===== src/cp_ops_pkg.sv =====
/*
 * constants shared by the bit, skip, branch and control-order unit:
 * operation codes, widths, register geometry.
 * assumes one system clock and a synchronous active-high reset.
 */
package cp_ops_pkg;

	localparam int WORD_W   = 32;
	localparam int ADDR_W   = 19;
	localparam int REG_NUM  = 16;
	localparam int REG_AW   = 4;
	localparam int HALF_W   = 16;
	localparam int BIT_AW   = 4;
	localparam int OP_W     = 6;

	localparam logic [ADDR_W-1:0] PC_RESET = 19'h00000;
	localparam logic [WORD_W-1:0] REG_RESET = 32'h00000000;

	// step sizes for loop-index branches
	localparam logic [WORD_W-1:0] STEP_HALF   = 32'h00000001;
	localparam logic [WORD_W-1:0] STEP_WORD   = 32'h00000002;
	localparam logic [WORD_W-1:0] STEP_DOUBLE = 32'h00000004;

	typedef enum logic [OP_W-1:0] {
		OP_NOP,
		OP_UNPACK_LEFT,
		OP_UNPACK_RIGHT,
		OP_CLEAR_SELECTED_BIT,
		OP_SET_SELECTED_BIT,
		OP_INVERT_SELECTED_BIT,
		OP_SKIP_IF_BIT_ZERO,
		OP_SKIP_IF_BIT_ZERO_THEN_CLEAR,
		OP_SKIP_IF_BIT_ZERO_THEN_SET,
		OP_SKIP_IF_BIT_ZERO_THEN_FLIP,
		OP_SKIP_IF_BIT_ONE,
		OP_SKIP_IF_BIT_ONE_THEN_CLEAR,
		OP_SKIP_IF_BIT_ONE_THEN_SET,
		OP_SKIP_IF_BIT_ONE_THEN_FLIP,
		OP_BRANCH_REG_ZERO,
		OP_BRANCH_REG_NONZERO,
		OP_BRANCH_REG_POSITIVE,
		OP_BRANCH_REG_AT_MOST_ZERO,
		OP_BRANCH_REG_NEGATIVE,
		OP_BRANCH_REG_AT_LEAST_ZERO,
		OP_BRANCH_CC_EQUAL,
		OP_BRANCH_CC_UNEQUAL,
		OP_BRANCH_CC_GREATER,
		OP_BRANCH_CC_LESS_OR_EQUAL,
		OP_BRANCH_CC_LESS,
		OP_BRANCH_CC_GREATER_OR_EQUAL,
		OP_BRANCH_CC_IMPLICATION,
		OP_BRANCH_CC_NO_IMPLICATION,
		OP_STEP_UP_HALF_AND_BRANCH,
		OP_STEP_DOWN_HALF_AND_BRANCH,
		OP_STEP_UP_WORD_AND_BRANCH,
		OP_STEP_DOWN_WORD_AND_BRANCH,
		OP_STEP_UP_DOUBLE_AND_BRANCH,
		OP_STEP_DOWN_DOUBLE_AND_BRANCH,
		OP_LINK_THEN_BRANCH,
		OP_EXECUTE_REMOTE_INSTRUCTION,
		OP_SWAP_PROGRAM_STATEWORDS,
		OP_PROCESS_ORDER_SEND
	} op_type;

endpackage


===== src/cp_condition_eval.sv =====
/*
 * combinational branch-condition evaluator for register tests and
 * condition-code tests.
 * assumes the opcode and operands are stable for the cycle.
 */
`timescale 1ns/1ps
`default_nettype none

module cp_condition_eval
	import cp_ops_pkg::*;
(
	// operation and operands
	input  wire op_type            op_i,
	input  wire logic [WORD_W-1:0] reg_value_i,
	input  wire logic [1:0]        cc_i,
	// result
	output logic                   take_o
);

	wire reg_zero = (reg_value_i == '0);
	wire reg_neg  = reg_value_i[WORD_W-1];
	wire cc_first = cc_i[1];
	wire cc_second = cc_i[0];

	always_comb begin
		case (op_i)
			OP_BRANCH_REG_ZERO:            take_o = reg_zero;
			OP_BRANCH_REG_NONZERO:         take_o = !reg_zero;
			OP_BRANCH_REG_POSITIVE:        take_o = !reg_zero && !reg_neg;
			OP_BRANCH_REG_AT_MOST_ZERO:    take_o = reg_zero || reg_neg;
			OP_BRANCH_REG_NEGATIVE:        take_o = reg_neg;
			OP_BRANCH_REG_AT_LEAST_ZERO:   take_o = !reg_neg;
			OP_BRANCH_CC_GREATER:          take_o = cc_second;
			OP_BRANCH_CC_LESS_OR_EQUAL:    take_o = !cc_second;
			OP_BRANCH_CC_LESS:             take_o = cc_first;
			OP_BRANCH_CC_GREATER_OR_EQUAL: take_o = !cc_first;
			OP_BRANCH_CC_EQUAL:            take_o = (cc_i == 2'h0);
			OP_BRANCH_CC_UNEQUAL:          take_o = (cc_i != 2'h0);
			OP_BRANCH_CC_IMPLICATION:      take_o = (cc_i == 2'h3);
			OP_BRANCH_CC_NO_IMPLICATION:   take_o = (cc_i != 2'h3);
			default:                       take_o = 1'b0;
		endcase
	end

endmodule

`default_nettype wire


===== src/cp_bit_branch_control_ops.sv =====
/*
 * execution unit for unpack, bit, skip, branch, loop-index and control
 * orders. holds the general registers and instruction address; storage
 * is reached by a request/acknowledge port toward the memory access
 * director, process orders by a request/acknowledge port toward the
 * multiprocess controller.
 * assumes both partners hold acknowledge low except to answer a request.
 */
// Operation
// - unpack zeroes target register, then double shift
// - bit zero skips once; variants modify bit
// - bit one skips once; variants modify bit
// - register versus zero tests load branch address
// - condition indicator tests select branch
// - equal, unequal, implication test indicator pair
// - step register, branch unless index bit changes
// - process order sends address to controller
`timescale 1ns/1ps
`default_nettype none

module cp_bit_branch_control_ops
	import cp_ops_pkg::*;
#(
	parameter int INDEX_BIT = 0
) (
	// clock and reset
	input  wire logic              clk_i,
	input  wire logic              rst_i,
	// instruction from sequencing
	input  wire logic              issue_i,
	input  wire op_type            op_i,
	input  wire logic [REG_AW-1:0] reg_sel_i,
	input  wire logic [ADDR_W-1:0] eff_addr_i,
	input  wire logic [5:0]        shift_count_i,
	input  wire logic [1:0]        cc_i,
	output logic                   busy_o,
	output logic                   done_o,
	output logic                   remote_exec_o,
	output logic [ADDR_W-1:0]      iaddr_o,
	// storage port
	output logic                   mem_req_o,
	output logic                   mem_we_o,
	output logic [ADDR_W-1:0]      mem_addr_o,
	output logic [WORD_W-1:0]      mem_wdata_o,
	input  wire logic              mem_ack_i,
	input  wire logic [WORD_W-1:0] mem_rdata_i,
	// program statewords and process orders
	input  wire logic [WORD_W-1:0] ps1_i,
	input  wire logic [WORD_W-1:0] ps2_i,
	output logic [WORD_W-1:0]      ps1_o,
	output logic [WORD_W-1:0]      ps2_o,
	output logic                   ps_load_o,
	output logic                   order_req_o,
	output logic [ADDR_W-1:0]      order_addr_o,
	input  wire logic              order_ack_i
);

	typedef enum logic [2:0] {
		ST_IDLE, ST_READ, ST_WRITE, ST_SWAP_RD2, ST_SWAP_WR1, ST_SWAP_WR2,
		ST_ORDER
	} state_type;

	// ----------------------------------------------------------------
	// storage
	// ----------------------------------------------------------------
	logic [WORD_W-1:0] regs_q [REG_NUM];
	state_type         state_q;
	op_type            op_q;
	logic [REG_AW-1:0] rsel_q;
	logic [ADDR_W-1:0] ea_q;
	logic [WORD_W-1:0] word_q;
	logic [WORD_W-1:0] ps1_q;
	logic [WORD_W-1:0] ps2_q;

	// ----------------------------------------------------------------
	// decode
	// ----------------------------------------------------------------
	wire accept = issue_i && (state_q == ST_IDLE);
	wire [WORD_W-1:0] rval = regs_q[reg_sel_i];
	wire [REG_AW-1:0] rnext = reg_sel_i + 4'h1;
	wire [WORD_W-1:0] rval2 = regs_q[rnext];
	wire cond_take;

	cp_condition_eval u_cond (
		.op_i        (op_i),
		.reg_value_i (rval),
		.cc_i        (cc_i),
		.take_o      (cond_take)
	);

	// halfword select by the low address bit, bit select by reg field
	wire [HALF_W-1:0] half_sel = ea_q[0] ? mem_rdata_i[HALF_W-1:0]
		: mem_rdata_i[WORD_W-1:HALF_W];
	wire [BIT_AW-1:0] bit_idx = BIT_AW'(HALF_W - 1) - rsel_q;
	wire cur_bit = half_sel[bit_idx];
	wire is_zero_skip = (op_q >= OP_SKIP_IF_BIT_ZERO) &&
		(op_q <= OP_SKIP_IF_BIT_ZERO_THEN_FLIP);
	wire is_one_skip = (op_q >= OP_SKIP_IF_BIT_ONE) &&
		(op_q <= OP_SKIP_IF_BIT_ONE_THEN_FLIP);
	wire skip_take = (is_zero_skip && !cur_bit) ||
		(is_one_skip && cur_bit);
	wire set_ops = (op_q == OP_SET_SELECTED_BIT) ||
		(op_q == OP_SKIP_IF_BIT_ZERO_THEN_SET) ||
		(op_q == OP_SKIP_IF_BIT_ONE_THEN_SET);
	wire clr_ops = (op_q == OP_CLEAR_SELECTED_BIT) ||
		(op_q == OP_SKIP_IF_BIT_ZERO_THEN_CLEAR) ||
		(op_q == OP_SKIP_IF_BIT_ONE_THEN_CLEAR);
	wire flip_ops = (op_q == OP_INVERT_SELECTED_BIT) ||
		(op_q == OP_SKIP_IF_BIT_ZERO_THEN_FLIP) ||
		(op_q == OP_SKIP_IF_BIT_ONE_THEN_FLIP);
	wire new_bit = set_ops ? 1'b1 : (clr_ops ? 1'b0 : !cur_bit);
	wire modifies = set_ops || clr_ops || flip_ops;
	wire [4:0] word_pos = {~ea_q[0], bit_idx};
	logic [WORD_W-1:0] mod_word;
	always_comb begin
		mod_word = mem_rdata_i;
		mod_word[word_pos] = new_bit;
	end

	// loop-index step: add or subtract 1, 2 or 4
	wire step_up = (op_i == OP_STEP_UP_HALF_AND_BRANCH) ||
		(op_i == OP_STEP_UP_WORD_AND_BRANCH) ||
		(op_i == OP_STEP_UP_DOUBLE_AND_BRANCH);
	wire step_dn = (op_i == OP_STEP_DOWN_HALF_AND_BRANCH) ||
		(op_i == OP_STEP_DOWN_WORD_AND_BRANCH) ||
		(op_i == OP_STEP_DOWN_DOUBLE_AND_BRANCH);
	wire [WORD_W-1:0] step_amt =
		((op_i == OP_STEP_UP_HALF_AND_BRANCH) ||
		 (op_i == OP_STEP_DOWN_HALF_AND_BRANCH)) ? STEP_HALF :
		((op_i == OP_STEP_UP_WORD_AND_BRANCH) ||
		 (op_i == OP_STEP_DOWN_WORD_AND_BRANCH)) ? STEP_WORD : STEP_DOUBLE;
	wire [WORD_W-1:0] stepped = step_up ? rval + step_amt
		: rval - step_amt;
	wire index_kept = (stepped[INDEX_BIT] == rval[INDEX_BIT]);

	// unpack: double shift of a pair with the receiving half zeroed first
	// left moves R+1 into a cleared R, right moves R into a cleared R+1
	wire [2*WORD_W-1:0] pair_left = {{WORD_W{1'b0}}, rval2} <<
		shift_count_i;
	wire [2*WORD_W-1:0] pair_right = {rval, {WORD_W{1'b0}}} >>
		shift_count_i;

	wire [ADDR_W-1:0] iaddr_inc = iaddr_o + 19'h00001;
	wire [ADDR_W-1:0] iaddr_skip = iaddr_o + 19'h00002;

	// ----------------------------------------------------------------
	// sequencing
	// ----------------------------------------------------------------
	always_ff @(posedge clk_i) begin
		if (rst_i) begin
			state_q       <= ST_IDLE;
			op_q          <= OP_NOP;
			rsel_q        <= '0;
			ea_q          <= PC_RESET;
			word_q        <= REG_RESET;
			ps1_q         <= REG_RESET;
			ps2_q         <= REG_RESET;
			iaddr_o       <= PC_RESET;
			busy_o        <= 1'b0;
			done_o        <= 1'b0;
			remote_exec_o <= 1'b0;
			mem_req_o     <= 1'b0;
			mem_we_o      <= 1'b0;
			mem_addr_o    <= PC_RESET;
			mem_wdata_o   <= REG_RESET;
			ps1_o         <= REG_RESET;
			ps2_o         <= REG_RESET;
			ps_load_o     <= 1'b0;
			order_req_o   <= 1'b0;
			order_addr_o  <= PC_RESET;
			for (int i = 0; i < REG_NUM; i++) begin
				regs_q[i] <= REG_RESET;
			end
		end else begin
			done_o        <= 1'b0;
			remote_exec_o <= 1'b0;
			ps_load_o     <= 1'b0;
			case (state_q)
				ST_IDLE: begin
					if (accept) begin
						op_q   <= op_i;
						rsel_q <= reg_sel_i;
						ea_q   <= eff_addr_i;
						case (op_i)
							OP_UNPACK_LEFT: begin
								regs_q[reg_sel_i] <= pair_left[2*WORD_W-1:WORD_W];
								regs_q[rnext]     <= pair_left[WORD_W-1:0];
								iaddr_o <= iaddr_inc;
								done_o  <= 1'b1;
							end
							OP_UNPACK_RIGHT: begin
								regs_q[reg_sel_i] <= pair_right[2*WORD_W-1:WORD_W];
								regs_q[rnext]     <= pair_right[WORD_W-1:0];
								iaddr_o <= iaddr_inc;
								done_o  <= 1'b1;
							end
							OP_LINK_THEN_BRANCH: begin
								regs_q[reg_sel_i] <= WORD_W'(iaddr_inc);
								iaddr_o <= eff_addr_i;
								done_o  <= 1'b1;
							end
							OP_EXECUTE_REMOTE_INSTRUCTION: begin
								// sequencing fetches the word at the address once
								iaddr_o       <= eff_addr_i;
								remote_exec_o <= 1'b1;
								done_o        <= 1'b1;
							end
							OP_PROCESS_ORDER_SEND: begin
								order_req_o  <= 1'b1;
								order_addr_o <= eff_addr_i;
								busy_o       <= 1'b1;
								state_q      <= ST_ORDER;
							end
							OP_NOP: begin
								iaddr_o <= iaddr_inc;
								done_o  <= 1'b1;
							end
							default: begin
								if (step_up || step_dn) begin
									regs_q[reg_sel_i] <= stepped;
									iaddr_o <= index_kept ? eff_addr_i : iaddr_inc;
									done_o  <= 1'b1;
								end else if (op_i >= OP_BRANCH_REG_ZERO &&
									op_i <= OP_BRANCH_CC_NO_IMPLICATION) begin
									iaddr_o <= cond_take ? eff_addr_i
										: iaddr_inc;
									done_o  <= 1'b1;
								end else begin
									// bit, skip and swap orders read storage first
									mem_req_o  <= 1'b1;
									mem_we_o   <= 1'b0;
									mem_addr_o <= (op_i == OP_SWAP_PROGRAM_STATEWORDS)
										? eff_addr_i : {1'b0, eff_addr_i[ADDR_W-1:1]};
									busy_o     <= 1'b1;
									state_q    <= ST_READ;
								end
							end
						endcase
					end
				end
				ST_READ: begin
					if (mem_ack_i) begin
						if (op_q == OP_SWAP_PROGRAM_STATEWORDS) begin
							word_q     <= mem_rdata_i;
							ps1_q      <= ps1_i;
							ps2_q      <= ps2_i;
							mem_addr_o <= ea_q + 19'h00001;
							state_q    <= ST_SWAP_RD2;
						end else begin
							iaddr_o <= skip_take ? iaddr_skip
								: iaddr_inc;
							if (modifies) begin
								mem_we_o    <= 1'b1;
								mem_wdata_o <= mod_word;
								state_q     <= ST_WRITE;
							end else begin
								mem_req_o <= 1'b0;
								busy_o    <= 1'b0;
								done_o    <= 1'b1;
								state_q   <= ST_IDLE;
							end
						end
					end
				end
				ST_SWAP_RD2: begin
					if (mem_ack_i) begin
						ps1_o       <= word_q;
						ps2_o       <= mem_rdata_i;
						ps_load_o   <= 1'b1;
						mem_we_o    <= 1'b1;
						mem_addr_o  <= ea_q;
						mem_wdata_o <= ps1_q;
						state_q     <= ST_SWAP_WR1;
					end
				end
				ST_SWAP_WR1: begin
					if (mem_ack_i) begin
						mem_addr_o  <= ea_q + 19'h00001;
						mem_wdata_o <= ps2_q;
						state_q     <= ST_SWAP_WR2;
					end
				end
				ST_WRITE, ST_SWAP_WR2: begin
					if (mem_ack_i) begin
						mem_req_o <= 1'b0;
						mem_we_o  <= 1'b0;
						busy_o    <= 1'b0;
						done_o    <= 1'b1;
						if (state_q == ST_SWAP_WR2) begin
							iaddr_o <= iaddr_inc;
						end
						state_q   <= ST_IDLE;
					end
				end
				ST_ORDER: begin
					// the order stands until the controller takes it
					if (order_ack_i) begin
						order_req_o <= 1'b0;
						busy_o      <= 1'b0;
						done_o      <= 1'b1;
						iaddr_o     <= iaddr_inc;
						state_q     <= ST_IDLE;
					end
				end
				default: state_q <= ST_IDLE;
			endcase
		end
	end

endmodule

`default_nettype wire


===== config.mk =====
export PLATFORM = sky130hd
export DESIGN_NAME = cp_bit_branch_control_ops
export DESIGN_NICKNAME = d
export VERILOG_FILES = /design/src/cp_ops_pkg.sv /design/src/cp_condition_eval.sv /design/src/cp_bit_branch_control_ops.sv
export SDC_FILE = /design/constraint.sdc
export NUM_CORES = 2
export LEC_CHECK = 0
export BUFFER_PORTS_ARGS = -buffer_cell sky130_fd_sc_hd__buf_2
export CAP_MARGIN = 20
export CORE_MARGIN = 2
export CORE_UTILIZATION = 35
export DETAILED_ROUTE_END_ITERATION = 8
export GPL_TIMING_DRIVEN = 1
export SYNTH_ARGS = -nofsm -noshare
export SYNTH_HDL_FRONTEND = slang
export SYNTH_SLANG_ARGS = --single-unit

===== constraint.sdc =====
create_clock -name clk_i -period 6.2 [get_ports clk_i]
set_input_delay 1.24 -clock clk_i [delete_from_list [all_inputs] [get_ports clk_i]]
set_output_delay 1.24 -clock clk_i [all_outputs]
set_load 0.1 [all_outputs]

==> impl_metrics.ini <==
[run_status]
outcome = complete, but fails checks
violations = design-rule violations

[critical_path]
crit_path_start_kind = primary input
endpoint_kind = flip-flop
worst_ep_required_time_ns = 6.63
worstPathArrival_ns = 6.01
critical_path_class = in2reg
path_max_fanout = 13

[pwr]
p_sw_uw = 5760
p_leak_uw = 0.0210
power_density_nw_per_um2 = 279
comb_power_share_pct = 28.7
switching_share_pct = 35.1
p_seq_share_pct = 37.2
p_int_uw = 10600
irDropWorstVdd_v = 0.000236
clkPwrFrac_pct = 34.1

[drt]
wl_per_cell_um = 33.6
viasPerCell = 6.71
drtIter0Drc = 7664
firstDrtPassIters = 9
drc = 15
final_antenna_net_count = 0
vias = 47500
route.final.wire_length_um = 238000

[synthesis]
synth_area_sq_um = 49500
synth_ff_type = edfxtp_1
synth_fp_nets = 4973
ys_seq_area_share_pct = 42.7
synth_edf_count = 512
synth_warnings = 0
async_flop_share_pct = 0
synth.distinct_cells = 86
ys_ff_latch = 800
syn_avg_cell_area_sq_um = 10.3
syn_inst = 4795

[clocking]
cts_tree = yes
clk_pin_slew_ns = 0.07
post_cts_buffers = 0
h-tree-depth = 3
cts_root_buffer = clkbuf_16
insertion_delay_ns = 0.74
hold_buffers = 0
ctsResizeCount = 0
cts_buffers = 91
cts.sinks = 800
clockBufferDepth = 3

[grt]
grt_pass1_wl_um = 334000
grt_overflow = 0
grt_usage_pct = 31.7
antenna_found_initial = 12
grt_max_degree = 203
grt_pass1_vias = 45600

[place]
dp_slack_ns = 0.0194
dp_hpwl_um = 157000
gp_congestion = 1.07
port-buffer-count = 297

[floorplanning]
die_w_um = 380
start_util_pct = 35.4
ioPinCount = 298
design.core.area_sq_um = 140000
dieArea_sq_um = 144000
fp-row-count = 137
die-height_um = 380

[timing]
post-route-min-period_ns = 5.58
fin_crit_sh_pct = 90.0
slew_headroom_pct = 18.3
setup_tns_ns = 0
fin_skew_ns = 0.0329
setup_viol = 0
tightest_slew_ns = 1.22
whs_ns = 0.445
hold_viol = 0
rsz0062_at_grt = false
timing.final.ws_setup_ns = 0.620
maxSlewViolCount = 0
max_clock_freq_mhz = 179

[flow_run]
cap_violations = 0

[hold_path]
hp-class = reg2reg

[final_layout]
areaGrowthSynthToFinish_pct = 18.9
mostFrequentLayoutCell = nand2_1
nNetsFinal = 5303
layout_common_cells = nand2_1, edfxtp_1, o22ai_1
layout-drive-gt1-share_pct = 25.0
n_fill_cell = 13600
-- logic make-up (layout without fill, tap and decap cells) --
logic type / after synthesis / in the layout / synth area share, %
other: 0 / 7 / 0
adders and majority gates: 40 / 40 / 1.03
AOI/OAI and AO/OA: 1501 / 1501 / 19.4
buffers and inverters: 532 / 935 / 4.49
muxes: 592 / 592 / 20.2
and+or+nand+nor: 1260 / 1260 / 10.9
DFF: 800 / 800 / 42.7
xor gates and xnor gates: 70 / 70 / 1.25
-- final timing paths --
path	slack [ns]	startpoint	depth (start not counted)	to
worst max-delay path	0.62	reg_sel_i[0]	20	regs_q[3][29]$_DFFE_PP_
worst min-delay path	0.44	word_q[9]$_SDFFE_PP0P_	2	ps1_o[9]$_SDFFE_PP0P_
worst max register to register	1.09	regs_q[12][0]$_DFFE_PP_	21	regs_q[9][30]$_DFFE_PP_
worst min register to register	0.44	word_q[9]$_SDFFE_PP0P_	2	ps1_o[9]$_SDFFE_PP0P_
-- synth_stat cells, types with 12 or more instances --
cell type  instances  share of area [%]
mux4_1            14               0.74
buf_2             53               0.54
nor2b_1           16               0.20
xnor2_1           38               0.67
or3_1             20               0.25
xor2_1            31               0.55
o22ai_1          464                5.9
nand2_1          671                5.1
mux2_2            24               0.55
o211ai_1          14               0.21
a211oi_1          27               0.41
dfxtp_1          288                 12
a21o_1            19               0.29
edfxtp_1         512                 31
o221ai_1          74                1.3
nand2b_1          24               0.30
mux2i_1          251                5.1
a21oi_1          358                3.6
o32ai_1           15               0.27
ha_1              39               0.99
inv_1             20               0.15
nor4_1            12               0.15
nand4_1           18               0.23
mux4_2           302                 14
nor2_1           284                2.2
a221oi_1          56               0.99
buf_1             38               0.29
and3_1            23               0.29
a31oi_1           34               0.43
nand3b_1          12               0.18
nor3_1            67               0.68
and2_1            24               0.30
clkbuf_1         395                3.0
a22oi_1          115                1.7
nand3_1           57               0.58
a222oi_1          18               0.36
o21ai_0          200                2.0
-- power by group through the flow --
stage | clock network, uW | registers [uW] | logic [uW]
after global placement | 0 | 6190 | 4540
final | 5580 | 6100 | 4710
after global routing | 5810 | 6120 | 4860
after CTS | 5600 | 6090 | 4560
after detailed placement | 0 | 6200 | 4540
after floorplan | 0 | 6610 | 2250
-- flip-flops by register name, indices dropped and copies added (netlist names), 32 cells and up --
| register | count |
|---|---|
| ps2_q | 32 |
| ps1_o | 32 |
| mem_wdata_o | 32 |
| ps2_o | 32 |
| ps1_q | 32 |
| regs_q | 512 |
| word_q | 32 |
-- worst max-delay path, stage by stage --
cell and delay, ns:
buf_8 0.16, buf_12 0.17, buf_4 0.22, buf_4 0.22, mux4_2 0.52, a22oi_1 0.29
nand2_1 0.19, ha_1 0.38, a21oi_1 0.21, o21ai_0 0.13, buf_4 0.17, o211a_1 0.23
nand4_1 0.13, a31oi_1 0.14, buf_4 0.17, a41o_1 0.26, a31oi_1 0.30, xnor2_1 0.16
a22oi_1 0.45, o221ai_1 0.23
-- through the flow --
step	utilization [%]	std cells	instance area (sq um)	power (uW)
floorplan	-	4795	49500	8860
global placement	39.8	6904	55700	10700
detailed placement	39.8	6905	55700	10700
CTS	42.0	7071	58800	16300
global route	42.1	7079	58800	16800
finish	42.1	7081	58800	16400
-- cell type report --
cell class              instances  area [sq um]  share of cell area (%)
clock inverters                45           510                   0.868
clock buffers                 121          2520                    4.28
well taps                    1876          2350                    3.99
flip-flops and latches        800         21100                    35.9
repair buffers                745          5840                    9.94
multi-input cells            3463         26400                    44.8
inverters                      24          90.1                   0.153
diodes                          7          17.5                  0.0298
-- routing by layer --
| metal | global-route usage, % | part of all wire, % | vias to the layer above |
|---|---|---|---|
| met1 | 41.0 | 37 | 23400 |
| met4 | 17.3 | 6.4 | 4 |
| met5 | 0.132 | 0.011 | - |
| met2 | 47.1 | 43 | 3786 |
| met3 | 9.82 | 13 | 853 |
| li1 | - | - | 19500 |
Power figures use the tool's default switching activity.
